--- config.mk ---
export PLATFORM = sky130hd
export DESIGN_NAME = tcb_timebase
export DESIGN_NICKNAME = d
export VERILOG_FILES = /design/src/rtl/tcb_pkg.sv /design/src/rtl/tcb_chan.sv /design/src/rtl/tcb_postscale.sv /design/src/rtl/tcb_timebase.sv
export SDC_FILE = /design/constraint.sdc
export NUM_CORES = 1
export LEC_CHECK = 0
export ABC_CLOCK_PERIOD_IN_PS = 5700
export BUFFER_PORTS_ARGS = -buffer_cell sky130_fd_sc_hd__buf_4
export CAP_MARGIN = 0
export CORE_MARGIN = 2
export CORE_UTILIZATION = 35
export CTS_CLUSTER_SIZE = 12
export DETAILED_ROUTE_END_ITERATION = 8
export SLEW_MARGIN = 20
export SYNTH_ARGS = -nofsm -noshare
export SYNTH_HDL_FRONTEND = slang
export SYNTH_SLANG_ARGS = --single-unit
export TNS_END_PERCENT = 5
--- constraint.sdc ---
create_clock -name pclk -period 5.7 [get_ports pclk]
set_input_delay 0.855 -clock pclk [delete_from_list [all_inputs] [get_ports pclk]]
set_output_delay 0.855 -clock pclk [all_outputs]
set_load 0.1 [all_outputs]
--- src/rtl/tcb_pkg.sv ---
package tcb_pkg;

	////////////////////////////////////////////////////////////////////
	// Register byte offsets
	localparam logic [7:0] ADDR_COUNT_LOW = 8'h00;
	localparam logic [7:0] ADDR_COUNT_HIGH = 8'h04;
	localparam logic [7:0] ADDR_COUNTER_CTRL = 8'h08;
	localparam logic [7:0] ADDR_IRQ_CONTROL = 8'h0C;
	localparam logic [7:0] ADDR_PERIPH_ENABLES = 8'h10;
	localparam logic [7:0] ADDR_PERIPH_FLAGS = 8'h14;
	localparam logic [7:0] ADDR_CHAN1_LOW = 8'h18;
	localparam logic [7:0] ADDR_CHAN1_HIGH = 8'h1C;
	localparam logic [7:0] ADDR_CHAN1_MODE = 8'h20;
	localparam logic [7:0] ADDR_CHAN2_LOW = 8'h24;
	localparam logic [7:0] ADDR_CHAN2_HIGH = 8'h28;
	localparam logic [7:0] ADDR_CHAN2_MODE = 8'h2C;
	localparam logic [7:0] ADDR_ALT_PIN_SELECT = 8'h30;
	localparam logic [7:0] ADDR_PERIOD_CTRL = 8'h34;
	localparam logic [7:0] ADDR_PERIOD_VALUE = 8'h38;
	localparam logic [7:0] ADDR_PERIOD_COUNT = 8'h3C;

	////////////////////////////////////////////////////////////////////
	// Field positions
	localparam int CTL_RUN = 0;
	localparam int CTL_SYNC_BYPASS = 1;
	localparam int CTL_CLOCK_SELECT = 2;
	localparam int CTL_OSC_ENABLE = 3;
	localparam int IRQ_GLOBAL = 7;
	localparam int IRQ_PERIPH = 6;
	localparam int FLG_ROLLOVER = 0;
	localparam int FLG_PERIOD = 1;
	localparam int FLG_CHAN1 = 2;
	localparam int FLG_CHAN2 = 3;
	localparam int ALT_CHAN2 = 0;
	localparam int ALT_SLAVE_SELECT = 1;
	localparam int PTC_POST_LSB = 3;
	localparam int PTC_RUN = 2;
	localparam int PTC_PRE_LSB = 0;

	////////////////////////////////////////////////////////////////////
	// Reset values and constants
	localparam logic [7:0] RST_BYTE = 8'h00;
	localparam logic [15:0] RST_COUNT = 16'h0000;
	localparam logic [15:0] COUNT_MAX = 16'hFFFF;
	localparam logic [15:0] ISR_VECTOR = 16'h0004;
	localparam logic [3:0] PRE_LIMIT_1 = 4'h0;
	localparam logic [3:0] PRE_LIMIT_4 = 4'h3;
	localparam logic [3:0] PRE_LIMIT_16 = 4'hF;

	////////////////////////////////////////////////////////////////////
	// Channel mode codes
	localparam logic [2:0] MODE_OFF = 3'h0;
	localparam logic [2:0] MODE_CAPTURE_RISE = 3'h1;
	localparam logic [2:0] MODE_CAPTURE_FALL = 3'h2;
	localparam logic [2:0] MODE_COMPARE_TOGGLE = 3'h3;
	localparam logic [2:0] MODE_COMPARE_SPECIAL = 3'h4;
	localparam logic [2:0] MODE_PWM = 3'h5;

endpackage : tcb_pkg

--- src/rtl/tcb_chan.sv ---
`timescale 1ns/1ps
`default_nettype none

module tcb_chan (
	// Clock and reset
	input wire logic pclk,
	input wire logic presetn,
	// Configuration and software access
	input wire logic [2:0] mode,
	input wire logic wr_low,
	input wire logic wr_high,
	input wire logic [7:0] wdata,
	// Time bases
	input wire logic [15:0] count,
	input wire logic count_tick,
	input wire logic [7:0] pwm_count,
	input wire logic pwm_restart,
	// Pin
	input wire logic pin_in,
	output logic pin_out,
	output logic pin_oe,
	// Results
	output logic [15:0] value,
	output logic chan_event,
	output logic special_event
);

	logic pin_prev_reg;
	logic capture_hit;
	logic compare_hit;
	logic is_compare;

	assign is_compare = (mode == tcb_pkg::MODE_COMPARE_TOGGLE) ||
		(mode == tcb_pkg::MODE_COMPARE_SPECIAL);
	assign capture_hit =
		((mode == tcb_pkg::MODE_CAPTURE_RISE) && pin_in && !pin_prev_reg) ||
		((mode == tcb_pkg::MODE_CAPTURE_FALL) && !pin_in && pin_prev_reg);
	assign compare_hit = is_compare && count_tick && (value == count);
	assign chan_event = capture_hit || compare_hit;
	assign special_event = compare_hit &&
		(mode == tcb_pkg::MODE_COMPARE_SPECIAL);
	assign pin_oe = is_compare || (mode == tcb_pkg::MODE_PWM);

	always_ff @(posedge pclk or negedge presetn) begin
		if (!presetn) begin
			pin_prev_reg <= 1'b0;
		end else begin
			pin_prev_reg <= pin_in;
		end
	end

	// Capture copies the shared count as it stands, cleared or not
	always_ff @(posedge pclk or negedge presetn) begin
		if (!presetn) begin
			value <= tcb_pkg::RST_COUNT;
		end else if (capture_hit) begin
			value <= count;
		end else begin
			if (wr_low) begin
				value[7:0] <= wdata;
			end
			if (wr_high) begin
				value[15:8] <= wdata;
			end
		end
	end

	// Toggle compare flips the pin; PWM rises at each period restart unless its duty byte is zero
	always_ff @(posedge pclk or negedge presetn) begin
		if (!presetn) begin
			pin_out <= 1'b0;
		end else if (mode == tcb_pkg::MODE_PWM) begin
			if (pwm_restart) begin
				pin_out <= (value[7:0] != 8'h00);
			end else if (pwm_count == value[7:0]) begin
				pin_out <= 1'b0;
			end
		end else if (compare_hit &&
			(mode == tcb_pkg::MODE_COMPARE_TOGGLE)) begin
			pin_out <= !pin_out;
		end
	end

endmodule : tcb_chan

`default_nettype wire

--- src/rtl/tcb_postscale.sv ---
`timescale 1ns/1ps
`default_nettype none

module tcb_postscale #(
	parameter int W = 4
) (
	// Clock and reset
	input wire logic pclk,
	input wire logic presetn,
	// Events
	input wire logic evt_in,
	input wire logic [W-1:0] ratio,
	output logic evt_out
);

	logic [W-1:0] cnt_reg;

	// Passes one event in ratio+1
	always_ff @(posedge pclk or negedge presetn) begin
		if (!presetn) begin
			cnt_reg <= '0;
		end else if (evt_in) begin
			if (cnt_reg >= ratio) begin
				cnt_reg <= '0;
			end else begin
				cnt_reg <= cnt_reg + {{(W-1){1'b0}}, 1'b1};
			end
		end
	end

	assign evt_out = evt_in && (cnt_reg >= ratio);

endmodule : tcb_postscale

`default_nettype wire

--- src/rtl/tcb_timebase.sv ---
// Design decisions made here: the register offsets and the APB interface to the registers.
`timescale 1ns/1ps
`default_nettype none

// How it works
// - Counter wraps FFFFh to 0000h, sets flag
// - Rollover interrupt needs all four enables
// - Rollover flag holds until written zero
// - Counts asleep only in asynchronous external mode
// - Overflow while asleep wakes the core
// - Wake with global enable branches to 0004h
// - Capture/compare use counter, PWM period timer
// - Capture copies count into channel register
// - Compare match of register and count
// - Special event trigger clears the count
// - Special clear sets no rollover flag
// - Counter write beats a coincident clear
// - Trigger clear shows in other's capture
// - PWM channels share period, aligned edges
// - Pin-select bit 0 steers channel two
// - Postscaler code plus one divides events
module tcb_timebase (
	// Clock and reset
	input wire logic pclk,
	input wire logic presetn,
	// APB slave
	input wire logic psel,
	input wire logic penable,
	input wire logic pwrite,
	input wire logic [7:0] paddr,
	input wire logic [31:0] pwdata,
	output logic [31:0] prdata,
	output logic pready,
	output logic pslverr,
	// Counter clock pin and core state
	input wire logic ext_clk_in,
	input wire logic sleep_in,
	// Channel pins
	input wire logic chan1_pin_in,
	output logic chan1_pin_out,
	output logic chan1_pin_oe,
	input wire logic chan2_default_in,
	output logic chan2_default_out,
	output logic chan2_default_oe,
	input wire logic chan2_alt_in,
	output logic chan2_alt_out,
	output logic chan2_alt_oe,
	output logic slave_select_alt,
	// Core interrupt signals
	output logic irq_req,
	output logic wake_req,
	output logic isr_branch,
	output logic [15:0] isr_vector
);

	////////////////////////////////////////////////////////////////////
	// Declarations

	logic [15:0] count_reg;
	logic [7:0] counter_ctrl_reg;
	logic [7:0] irq_control_reg;
	logic [7:0] periph_enables_reg;
	logic [3:0] periph_flags_reg;
	logic [2:0] chan1_mode_reg;
	logic [2:0] chan2_mode_reg;
	logic [1:0] alt_pin_select_reg;
	logic [6:0] period_ctrl_reg;
	logic [7:0] period_value_reg;
	logic [7:0] period_count_reg;
	logic [3:0] prescale_reg;
	logic ext_prev_reg;
	logic [31:0] prdata_next;
	logic addr_ok;

	logic wr_en;
	logic wr_count_low;
	logic wr_count_high;
	logic wr_flags;
	logic [7:0] wdata;

	logic run;
	logic sync_bypass;
	logic clock_select;
	logic async_mode;
	logic count_tick;
	logic special_clear;
	logic rollover;
	logic [3:0] flag_set;

	logic [15:0] chan1_value;
	logic [15:0] chan2_value;
	logic chan1_event;
	logic chan2_event;
	logic chan1_special;
	logic chan2_special;
	logic chan2_pin_in;
	logic chan2_pin_out;
	logic chan2_pin_oe;

	logic period_run;
	logic [3:0] pre_limit;
	logic pre_tick;
	logic period_match;
	logic period_event;
	logic [7:0] pwm_count;

	logic irq_pending;

	////////////////////////////////////////////////////////////////////
	// APB access

	assign wr_en = psel && penable && pwrite;
	assign wdata = pwdata[7:0];
	assign wr_count_low = wr_en && (paddr == tcb_pkg::ADDR_COUNT_LOW);
	assign wr_count_high = wr_en && (paddr == tcb_pkg::ADDR_COUNT_HIGH);
	assign wr_flags = wr_en && (paddr == tcb_pkg::ADDR_PERIPH_FLAGS);
	assign pready = 1'b1;

	always_comb begin
		addr_ok = 1'b1;
		prdata_next = 32'h00000000;
		case (paddr)
			tcb_pkg::ADDR_COUNT_LOW: begin
				prdata_next[7:0] = count_reg[7:0];
			end
			tcb_pkg::ADDR_COUNT_HIGH: begin
				prdata_next[7:0] = count_reg[15:8];
			end
			tcb_pkg::ADDR_COUNTER_CTRL: begin
				prdata_next[7:0] = counter_ctrl_reg;
			end
			tcb_pkg::ADDR_IRQ_CONTROL: begin
				prdata_next[7:0] = irq_control_reg;
			end
			tcb_pkg::ADDR_PERIPH_ENABLES: begin
				prdata_next[7:0] = periph_enables_reg;
			end
			tcb_pkg::ADDR_PERIPH_FLAGS: begin
				prdata_next[3:0] = periph_flags_reg;
			end
			tcb_pkg::ADDR_CHAN1_LOW: begin
				prdata_next[7:0] = chan1_value[7:0];
			end
			tcb_pkg::ADDR_CHAN1_HIGH: begin
				prdata_next[7:0] = chan1_value[15:8];
			end
			tcb_pkg::ADDR_CHAN1_MODE: begin
				prdata_next[2:0] = chan1_mode_reg;
			end
			tcb_pkg::ADDR_CHAN2_LOW: begin
				prdata_next[7:0] = chan2_value[7:0];
			end
			tcb_pkg::ADDR_CHAN2_HIGH: begin
				prdata_next[7:0] = chan2_value[15:8];
			end
			tcb_pkg::ADDR_CHAN2_MODE: begin
				prdata_next[2:0] = chan2_mode_reg;
			end
			tcb_pkg::ADDR_ALT_PIN_SELECT: begin
				prdata_next[1:0] = alt_pin_select_reg;
			end
			tcb_pkg::ADDR_PERIOD_CTRL: begin
				prdata_next[6:0] = period_ctrl_reg;
			end
			tcb_pkg::ADDR_PERIOD_VALUE: begin
				prdata_next[7:0] = period_value_reg;
			end
			tcb_pkg::ADDR_PERIOD_COUNT: begin
				prdata_next[7:0] = period_count_reg;
			end
			default: begin
				addr_ok = 1'b0;
			end
		endcase
	end

	// Read data is sampled in the setup cycle and held through access
	always_ff @(posedge pclk or negedge presetn) begin
		if (!presetn) begin
			prdata <= 32'h00000000;
		end else if (psel && !penable) begin
			prdata <= pwrite ? 32'h00000000 : prdata_next;
		end
	end

	assign pslverr = psel && penable && !addr_ok;

	////////////////////////////////////////////////////////////////////
	// Control registers

	always_ff @(posedge pclk or negedge presetn) begin
		if (!presetn) begin
			counter_ctrl_reg <= tcb_pkg::RST_BYTE;
			irq_control_reg <= tcb_pkg::RST_BYTE;
			periph_enables_reg <= tcb_pkg::RST_BYTE;
			chan1_mode_reg <= tcb_pkg::MODE_OFF;
			chan2_mode_reg <= tcb_pkg::MODE_OFF;
			alt_pin_select_reg <= 2'h0;
			period_ctrl_reg <= 7'h00;
			period_value_reg <= 8'hFF;
		end else if (wr_en) begin
			case (paddr)
				tcb_pkg::ADDR_COUNTER_CTRL: begin
					counter_ctrl_reg <= {4'h0, wdata[3:0]};
				end
				tcb_pkg::ADDR_IRQ_CONTROL: begin
					irq_control_reg <= {wdata[7:6], 6'h00};
				end
				tcb_pkg::ADDR_PERIPH_ENABLES: begin
					periph_enables_reg <= {4'h0, wdata[3:0]};
				end
				tcb_pkg::ADDR_CHAN1_MODE: begin
					chan1_mode_reg <= wdata[2:0];
				end
				tcb_pkg::ADDR_CHAN2_MODE: begin
					chan2_mode_reg <= wdata[2:0];
				end
				tcb_pkg::ADDR_ALT_PIN_SELECT: begin
					alt_pin_select_reg <= wdata[1:0];
				end
				tcb_pkg::ADDR_PERIOD_CTRL: begin
					period_ctrl_reg <= wdata[6:0];
				end
				tcb_pkg::ADDR_PERIOD_VALUE: begin
					period_value_reg <= wdata;
				end
				default: begin
				end
			endcase
		end
	end

	////////////////////////////////////////////////////////////////////
	// Sixteen-bit counter

	assign run = counter_ctrl_reg[tcb_pkg::CTL_RUN];
	assign sync_bypass = counter_ctrl_reg[tcb_pkg::CTL_SYNC_BYPASS];
	assign clock_select = counter_ctrl_reg[tcb_pkg::CTL_CLOCK_SELECT];
	assign async_mode = clock_select && sync_bypass;

	always_ff @(posedge pclk or negedge presetn) begin
		if (!presetn) begin
			ext_prev_reg <= 1'b0;
		end else begin
			ext_prev_reg <= ext_clk_in;
		end
	end

	// Instruction clock or external rising edge; only async runs asleep
	assign count_tick = run && (!sleep_in || async_mode) &&
		(clock_select ? (ext_clk_in && !ext_prev_reg) : 1'b1);

	assign special_clear = chan1_special || chan2_special;
	assign rollover = count_tick && (count_reg == tcb_pkg::COUNT_MAX) &&
		!special_clear && !wr_count_low && !wr_count_high;

	always_ff @(posedge pclk or negedge presetn) begin
		if (!presetn) begin
			count_reg <= tcb_pkg::RST_COUNT;
		end else if (wr_count_low || wr_count_high) begin
			if (wr_count_low) begin
				count_reg[7:0] <= wdata;
			end
			if (wr_count_high) begin
				count_reg[15:8] <= wdata;
			end
		end else if (special_clear) begin
			count_reg <= tcb_pkg::RST_COUNT;
		end else if (count_tick) begin
			count_reg <= count_reg + 16'h0001;
		end
	end

	////////////////////////////////////////////////////////////////////
	// Capture/compare channels on the shared counter

	assign chan2_pin_in = alt_pin_select_reg[tcb_pkg::ALT_CHAN2] ?
		chan2_alt_in : chan2_default_in;

	tcb_chan u_chan1 (
		.pclk(pclk),
		.presetn(presetn),
		.mode(chan1_mode_reg),
		.wr_low(wr_en && (paddr == tcb_pkg::ADDR_CHAN1_LOW)),
		.wr_high(wr_en && (paddr == tcb_pkg::ADDR_CHAN1_HIGH)),
		.wdata(wdata),
		.count(count_reg),
		.count_tick(count_tick),
		.pwm_count(pwm_count),
		.pwm_restart(period_match),
		.pin_in(chan1_pin_in),
		.pin_out(chan1_pin_out),
		.pin_oe(chan1_pin_oe),
		.value(chan1_value),
		.chan_event(chan1_event),
		.special_event(chan1_special)
	);

	tcb_chan u_chan2 (
		.pclk(pclk),
		.presetn(presetn),
		.mode(chan2_mode_reg),
		.wr_low(wr_en && (paddr == tcb_pkg::ADDR_CHAN2_LOW)),
		.wr_high(wr_en && (paddr == tcb_pkg::ADDR_CHAN2_HIGH)),
		.wdata(wdata),
		.count(count_reg),
		.count_tick(count_tick),
		.pwm_count(pwm_count),
		.pwm_restart(period_match),
		.pin_in(chan2_pin_in),
		.pin_out(chan2_pin_out),
		.pin_oe(chan2_pin_oe),
		.value(chan2_value),
		.chan_event(chan2_event),
		.special_event(chan2_special)
	);

	// Only the selected pin is driven
	assign chan2_default_out = chan2_pin_out;
	assign chan2_alt_out = chan2_pin_out;
	assign chan2_default_oe = chan2_pin_oe &&
		!alt_pin_select_reg[tcb_pkg::ALT_CHAN2];
	assign chan2_alt_oe = chan2_pin_oe &&
		alt_pin_select_reg[tcb_pkg::ALT_CHAN2];
	assign slave_select_alt = alt_pin_select_reg[tcb_pkg::ALT_SLAVE_SELECT];

	////////////////////////////////////////////////////////////////////
	// Eight-bit period timer

	assign period_run = period_ctrl_reg[tcb_pkg::PTC_RUN] && !sleep_in;
	assign pwm_count = period_count_reg;

	always_comb begin
		case (period_ctrl_reg[tcb_pkg::PTC_PRE_LSB +: 2])
			2'h0: begin
				pre_limit = tcb_pkg::PRE_LIMIT_1;
			end
			2'h1: begin
				pre_limit = tcb_pkg::PRE_LIMIT_4;
			end
			default: begin
				pre_limit = tcb_pkg::PRE_LIMIT_16;
			end
		endcase
	end

	assign pre_tick = period_run && (prescale_reg >= pre_limit);
	assign period_match = pre_tick && (period_count_reg == period_value_reg);

	always_ff @(posedge pclk or negedge presetn) begin
		if (!presetn) begin
			prescale_reg <= 4'h0;
		end else if (!period_run || pre_tick) begin
			prescale_reg <= 4'h0;
		end else begin
			prescale_reg <= prescale_reg + 4'h1;
		end
	end

	always_ff @(posedge pclk or negedge presetn) begin
		if (!presetn) begin
			period_count_reg <= 8'h00;
		end else if (wr_en && (paddr == tcb_pkg::ADDR_PERIOD_COUNT)) begin
			period_count_reg <= wdata;
		end else if (period_match) begin
			period_count_reg <= 8'h00;
		end else if (pre_tick) begin
			period_count_reg <= period_count_reg + 8'h01;
		end
	end

	tcb_postscale #(
		.W(4)
	) u_postscale (
		.pclk(pclk),
		.presetn(presetn),
		.evt_in(period_match),
		.ratio(period_ctrl_reg[tcb_pkg::PTC_POST_LSB +: 4]),
		.evt_out(period_event)
	);

	////////////////////////////////////////////////////////////////////
	// Flags, interrupt request and wake

	always_comb begin
		flag_set = 4'h0;
		flag_set[tcb_pkg::FLG_ROLLOVER] = rollover;
		flag_set[tcb_pkg::FLG_PERIOD] = period_event;
		flag_set[tcb_pkg::FLG_CHAN1] = chan1_event;
		flag_set[tcb_pkg::FLG_CHAN2] = chan2_event;
	end

	// Hardware set wins over a software clear in the same cycle
	always_ff @(posedge pclk or negedge presetn) begin
		if (!presetn) begin
			periph_flags_reg <= 4'h0;
		end else if (wr_flags) begin
			periph_flags_reg <= wdata[3:0] | flag_set;
		end else begin
			periph_flags_reg <= periph_flags_reg | flag_set;
		end
	end

	assign irq_pending = irq_control_reg[tcb_pkg::IRQ_PERIPH] &&
		(((periph_flags_reg & periph_enables_reg[3:0]) &
		4'b1110) != 4'h0 ||
		(run && periph_flags_reg[tcb_pkg::FLG_ROLLOVER] &&
		periph_enables_reg[tcb_pkg::FLG_ROLLOVER]));

	always_ff @(posedge pclk or negedge presetn) begin
		if (!presetn) begin
			irq_req <= 1'b0;
		end else begin
			irq_req <= irq_pending &&
				irq_control_reg[tcb_pkg::IRQ_GLOBAL];
		end
	end

	always_ff @(posedge pclk or negedge presetn) begin
		if (!presetn) begin
			wake_req <= 1'b0;
			isr_branch <= 1'b0;
		end else begin
			wake_req <= sleep_in && run && async_mode &&
				periph_flags_reg[tcb_pkg::FLG_ROLLOVER] &&
				periph_enables_reg[tcb_pkg::FLG_ROLLOVER] &&
				irq_control_reg[tcb_pkg::IRQ_PERIPH];
			isr_branch <= sleep_in && run && async_mode &&
				periph_flags_reg[tcb_pkg::FLG_ROLLOVER] &&
				periph_enables_reg[tcb_pkg::FLG_ROLLOVER] &&
				irq_control_reg[tcb_pkg::IRQ_PERIPH] &&
				irq_control_reg[tcb_pkg::IRQ_GLOBAL];
		end
	end

	assign isr_vector = tcb_pkg::ISR_VECTOR;

endmodule : tcb_timebase

`default_nettype wire

==> impl.org <==
** Worst setup path
- Walking the worst path, the cells encountered are buf_4 > nor2_1 > nand2_1 > and3_1 > buf_4.
- In this design, the largest share of critical-path delay is due to simple AND/OR/NAND/NOR gates.
- Arrival time worst endpoint :: 2310 ps
- On the worst path, the slowest cell contributes a delay of 640 ps.
- The critical path in this run is classified as in -> out.
- Critical path required time :: roughly 4900 ps
- Together, buffers and inverters on the worst path number 2.
- Kind of end point of the critical path :: output port
- Category of the worst setup path launch point :: input pin
- For this design, the slowest cell found on the critical path is nor2_1.
- The cell that appears most often on the critical path is buf_4.
- Of all nets on the critical path, the largest fanout is 11.

** Run status
- The flow ran to the end, and the final reports show no timing, DRC or antenna violations.

** Floorplanning
- After floorplanning, the core was sized to cover 22,500 um^2.
- Die Ht :: 154.9 um
- The die covers 24,000 um^2.
- After floorplanning, the core was divided into 55 placement rows.
- Initial Util :: 35.42%
- Die Width :: 154.9 um
- 110 I/O pins were placed.

** Detailed routing
- Count of unresolved DRC violations after routing :: 0
- Routed via count :: 6,729
- ANT nets after route :: 0
- In the final routed layout, each cell accounts on average for around 21 um.
- DR iter-0 viols :: 580
- The routed design has 24.83 mm of wire.
- Vias per cell :: 5.703
- The first TritonRoute pass finished after 5 iterations.

** Clock network
- In this run, post-CTS hold repair placed 0 buffers.
- In this run the clock root is driven by a clkbuf_16.
- Clock latency on the worst-skew pair :: between 400 and 500 ps
- Clock tree buffer depth :: 2
- Buffers inserted during post-CTS setup optimization :: 0
- Level count of the clock H-tree :: 4
- Clock-pin slew was measured on the worst setup and hold paths at 50 ps.
- In this run, CTS created clock tree buffers numbering 17.
- Clock sink count :: 117
- Quantity of gates resized following cts :: 0
- TritonCTS built the clock tree.

** Timing
- Measured against its own limit, the worst slew margin works out to 43.70%.
- The final number of hold-violating endpoints is 0.
- Post-layout min period :: roughly 3200 ps
- Total count of max-transition violations in the final report :: 0
- Final setup violation count :: 0
- Fmax :: 315.9 MHz
- Fin crit share :: 55.54%
- Clock skew on the completed layout was measured at 5.949 ps.
- Setup repair after global routing left no endpoint under its margin.
- For the pin with the worst max-slew slack, the measured transition is 844.5 ps.
- Final setup TNS :: 0 ps

** Global routing
- The via count of the first global-routing pass came to around 6,400.
- In the global route stage, overall resource usage came out at a little over a fifth.
- Entering global routing, the biggest net connects 65 pins.
- Global routing finished with a remaining overflow of 0.
- Wire length of the first global-routing pass :: 38.09 mm
- The initial antenna violation count came to 1.

** Job
- The tool flagged a number of max-cap violations equal to 0.

** Pwr
- PnR Total Power :: 0.002628 W
- Maximum vdd ir drop :: 0.2187 mV
- Summed over all cells, the static leakage comes to roughly 3.6 nW.
- Total power divided by cell area :: roughly 300 nW/um^2

** Worst hold path
- The min-delay analysis places its worst path in the category reg -> reg.

** Placement
- Final Wtd Congestion :: 0.9515
- Half-perimeter wire length of the detailed placement result :: 17.54 mm
- Port Buffers :: 44

** Synthesis
- After synthesis the cells add up to 7971 um^2.
- Ranking of synthesized cells by area :: dfrtp_1 (34%), mux2i_1 (5.3%), mux2_2 (4.8%), xnor2_1 (4.5%), nand2_1 (4.4%)
- Counting flops with a built-in enable in the synthesized netlist gives 0.
- Async set-or-reset flop fraction in the synthesized netlist :: 100.0%
- Average footprint of a synthesized cell :: 9.058 um^2
- Netlist cell types :: 71
- After synthesis the netlist holds a flip-flop and latch count of 117.
- Post-synthesis cell type with the largest combined area :: dfrtp_1
- The Yosys step of the flow raised 0 warnings.
- The most used flip-flop cell after synthesis is dfrtp_1.
- Area share of the largest cell type after synthesis :: 34.22%
- Sequential elements use 36.85% of the synthesized area.
- Synthesized instance count :: 880

** Final layout
- Ratio of cells with drive above 1 in the final layout :: 17.23%
- Synthesis-to-finish area growth :: 11.65%
- Final net count :: ~940
- Counting the fill cells in the layout gives 2,232.
## placed cells by master (no fill, tap or decap), types with 6 or more instances in the layout
| cell | netlist | routed |
|---|---|---|
| nor2b_1 | 13 | 13 |
| mux2_2 | 34 | 34 |
| clkbuf_16 | 0 | 17 |
| conb_1 | 2 | 41 |
| a32oi_1 | 12 | 12 |
| xnor2_1 | 41 | 41 |
| ha_1 | 12 | 12 |
| o22ai_1 | 14 | 14 |
| nand2b_1 | 6 | 6 |
| nor4_1 | 9 | 9 |
| dfstp_2 | 8 | 8 |
| and3_1 | 10 | 10 |
| nand2_1 | 94 | 94 |
| nor3_1 | 11 | 11 |
| clkinv_2 | 0 | 6 |
| a21oi_1 | 17 | 15 |
| nor2_1 | 43 | 43 |
| a31oi_1 | 18 | 17 |
| a221oi_1 | 8 | 8 |
| o21ai_0 | 69 | 69 |
| mux2i_1 | 42 | 42 |
| dfrtp_1 | 109 | 109 |
| xor2_1 | 18 | 18 |
| nand4_1 | 17 | 17 |
| buf_4 | 44 | 52 |
| a22oi_1 | 19 | 19 |
| inv_1 | 32 | 32 |
| nand3_1 | 29 | 28 |
| o211ai_1 | 7 | 7 |
## logic make-up (layout without fill, tap and decap cells)
family / Yosys count / count (layout) / share of synthesized area [%]
flops: 117 / 117 / 36.85
mux: 81 / 81 / 11.38
simple gates: 270 / 270 / 17.44
xor+xnor: 59 / 59 / 6.482
other cells: 2 / 42 / 0.09421
fa+ha+maj: 12 / 12 / 1.883
compound gates: 197 / 197 / 16.40
buf+inv: 142 / 117 / 9.465
## worst register-to-register path, cell delays in order (launching register included)
cell and delay [ps]:
dfrtp_1 610, xnor2_1 170, nand4_1 140, nor4_2 620, nand3_2 680, a32oi_1 440
o22ai_1 110
## power breakdown
group / total (W) / internal [W] / switching [W]
logic: 0.000453 / 0.000141 / 0.000312
registers: 0.00100 / 0.000879 / 0.000123
clock network: 0.00117 / 0.000782 / 0.000391
## synthesized netlist by cell type (all sizes together), types with 18 or more instances
library cell / n
dfrtp: 109
nand2: 95
buf: 79
o21ai: 73
nor2: 50
mux2i: 43
xnor2: 41
mux2: 34
inv: 32
clkbuf: 30
nand3: 29
a22oi: 19
a21oi: 18
a31oi: 18
xor2: 18
## through the flow
step	instance area [um^2]	hold slack (ps)	cells	utilization, %	setup slack [ps]
after floorplan	8118	453.0	919	-	2267
after global placement	8254	461.7	1147	36.68	2311
after detailed placement	8254	473.1	1147	36.68	2276
after CTS	8885	484.9	1179	39.48	2461
after global routing	8897	502.8	1179	39.54	2463
final	8900	476.9	1180	39.55	2534
## area by class of cell
class	instances	area, um^2	area share, %
multi-input cells	660	4458	50.09
flip-flops and latches	117	2938	33.01
clock buffers	21	450.4	5.061
repair buffers	52	390.4	4.386
well taps	285	356.6	4.007
clock inverters	11	180.2	2.024
inverters	33	123.9	1.392
diodes	1	2.502	0.02812
## per-layer routing
| layer | wire length, um | GRT usage, % | up-vias |
|---|---|---|---|
| li1 | - | - | 3067 |
| met1 | 11020 | 29.11 | 3302 |
| met2 | 11190 | 31.83 | 317 |
| met3 | 1972 | 4.513 | 43 |
| met4 | 644 | 7.804 | 0 |
| met5 | 0 | 0 | - |
## worst paths after layout
path	endpoint	slack [ps]	cells after the start	from
worst max-delay path	pslverr	2530	5	paddr[7]
worst min-delay path	prdata[7]$_DFFE_PN0P_	480	2	prdata[7]$_DFFE_PN0P_
worst max register to register	count_reg[3]$_DFFE_PN0P_	2780	6	count_reg[4]$_DFFE_PN0P_
worst min register to register	prdata[7]$_DFFE_PN0P_	480	2	prdata[7]$_DFFE_PN0P_
max in group asynchronous	chan1_mode_reg[0]$_DFFE_PN0P_	3920	2	presetn
min in group asynchronous	period_count_reg[5]$_DFFE_PN0P_	520	1	presetn
Note: power is estimated with default switching activity, not from simulation.
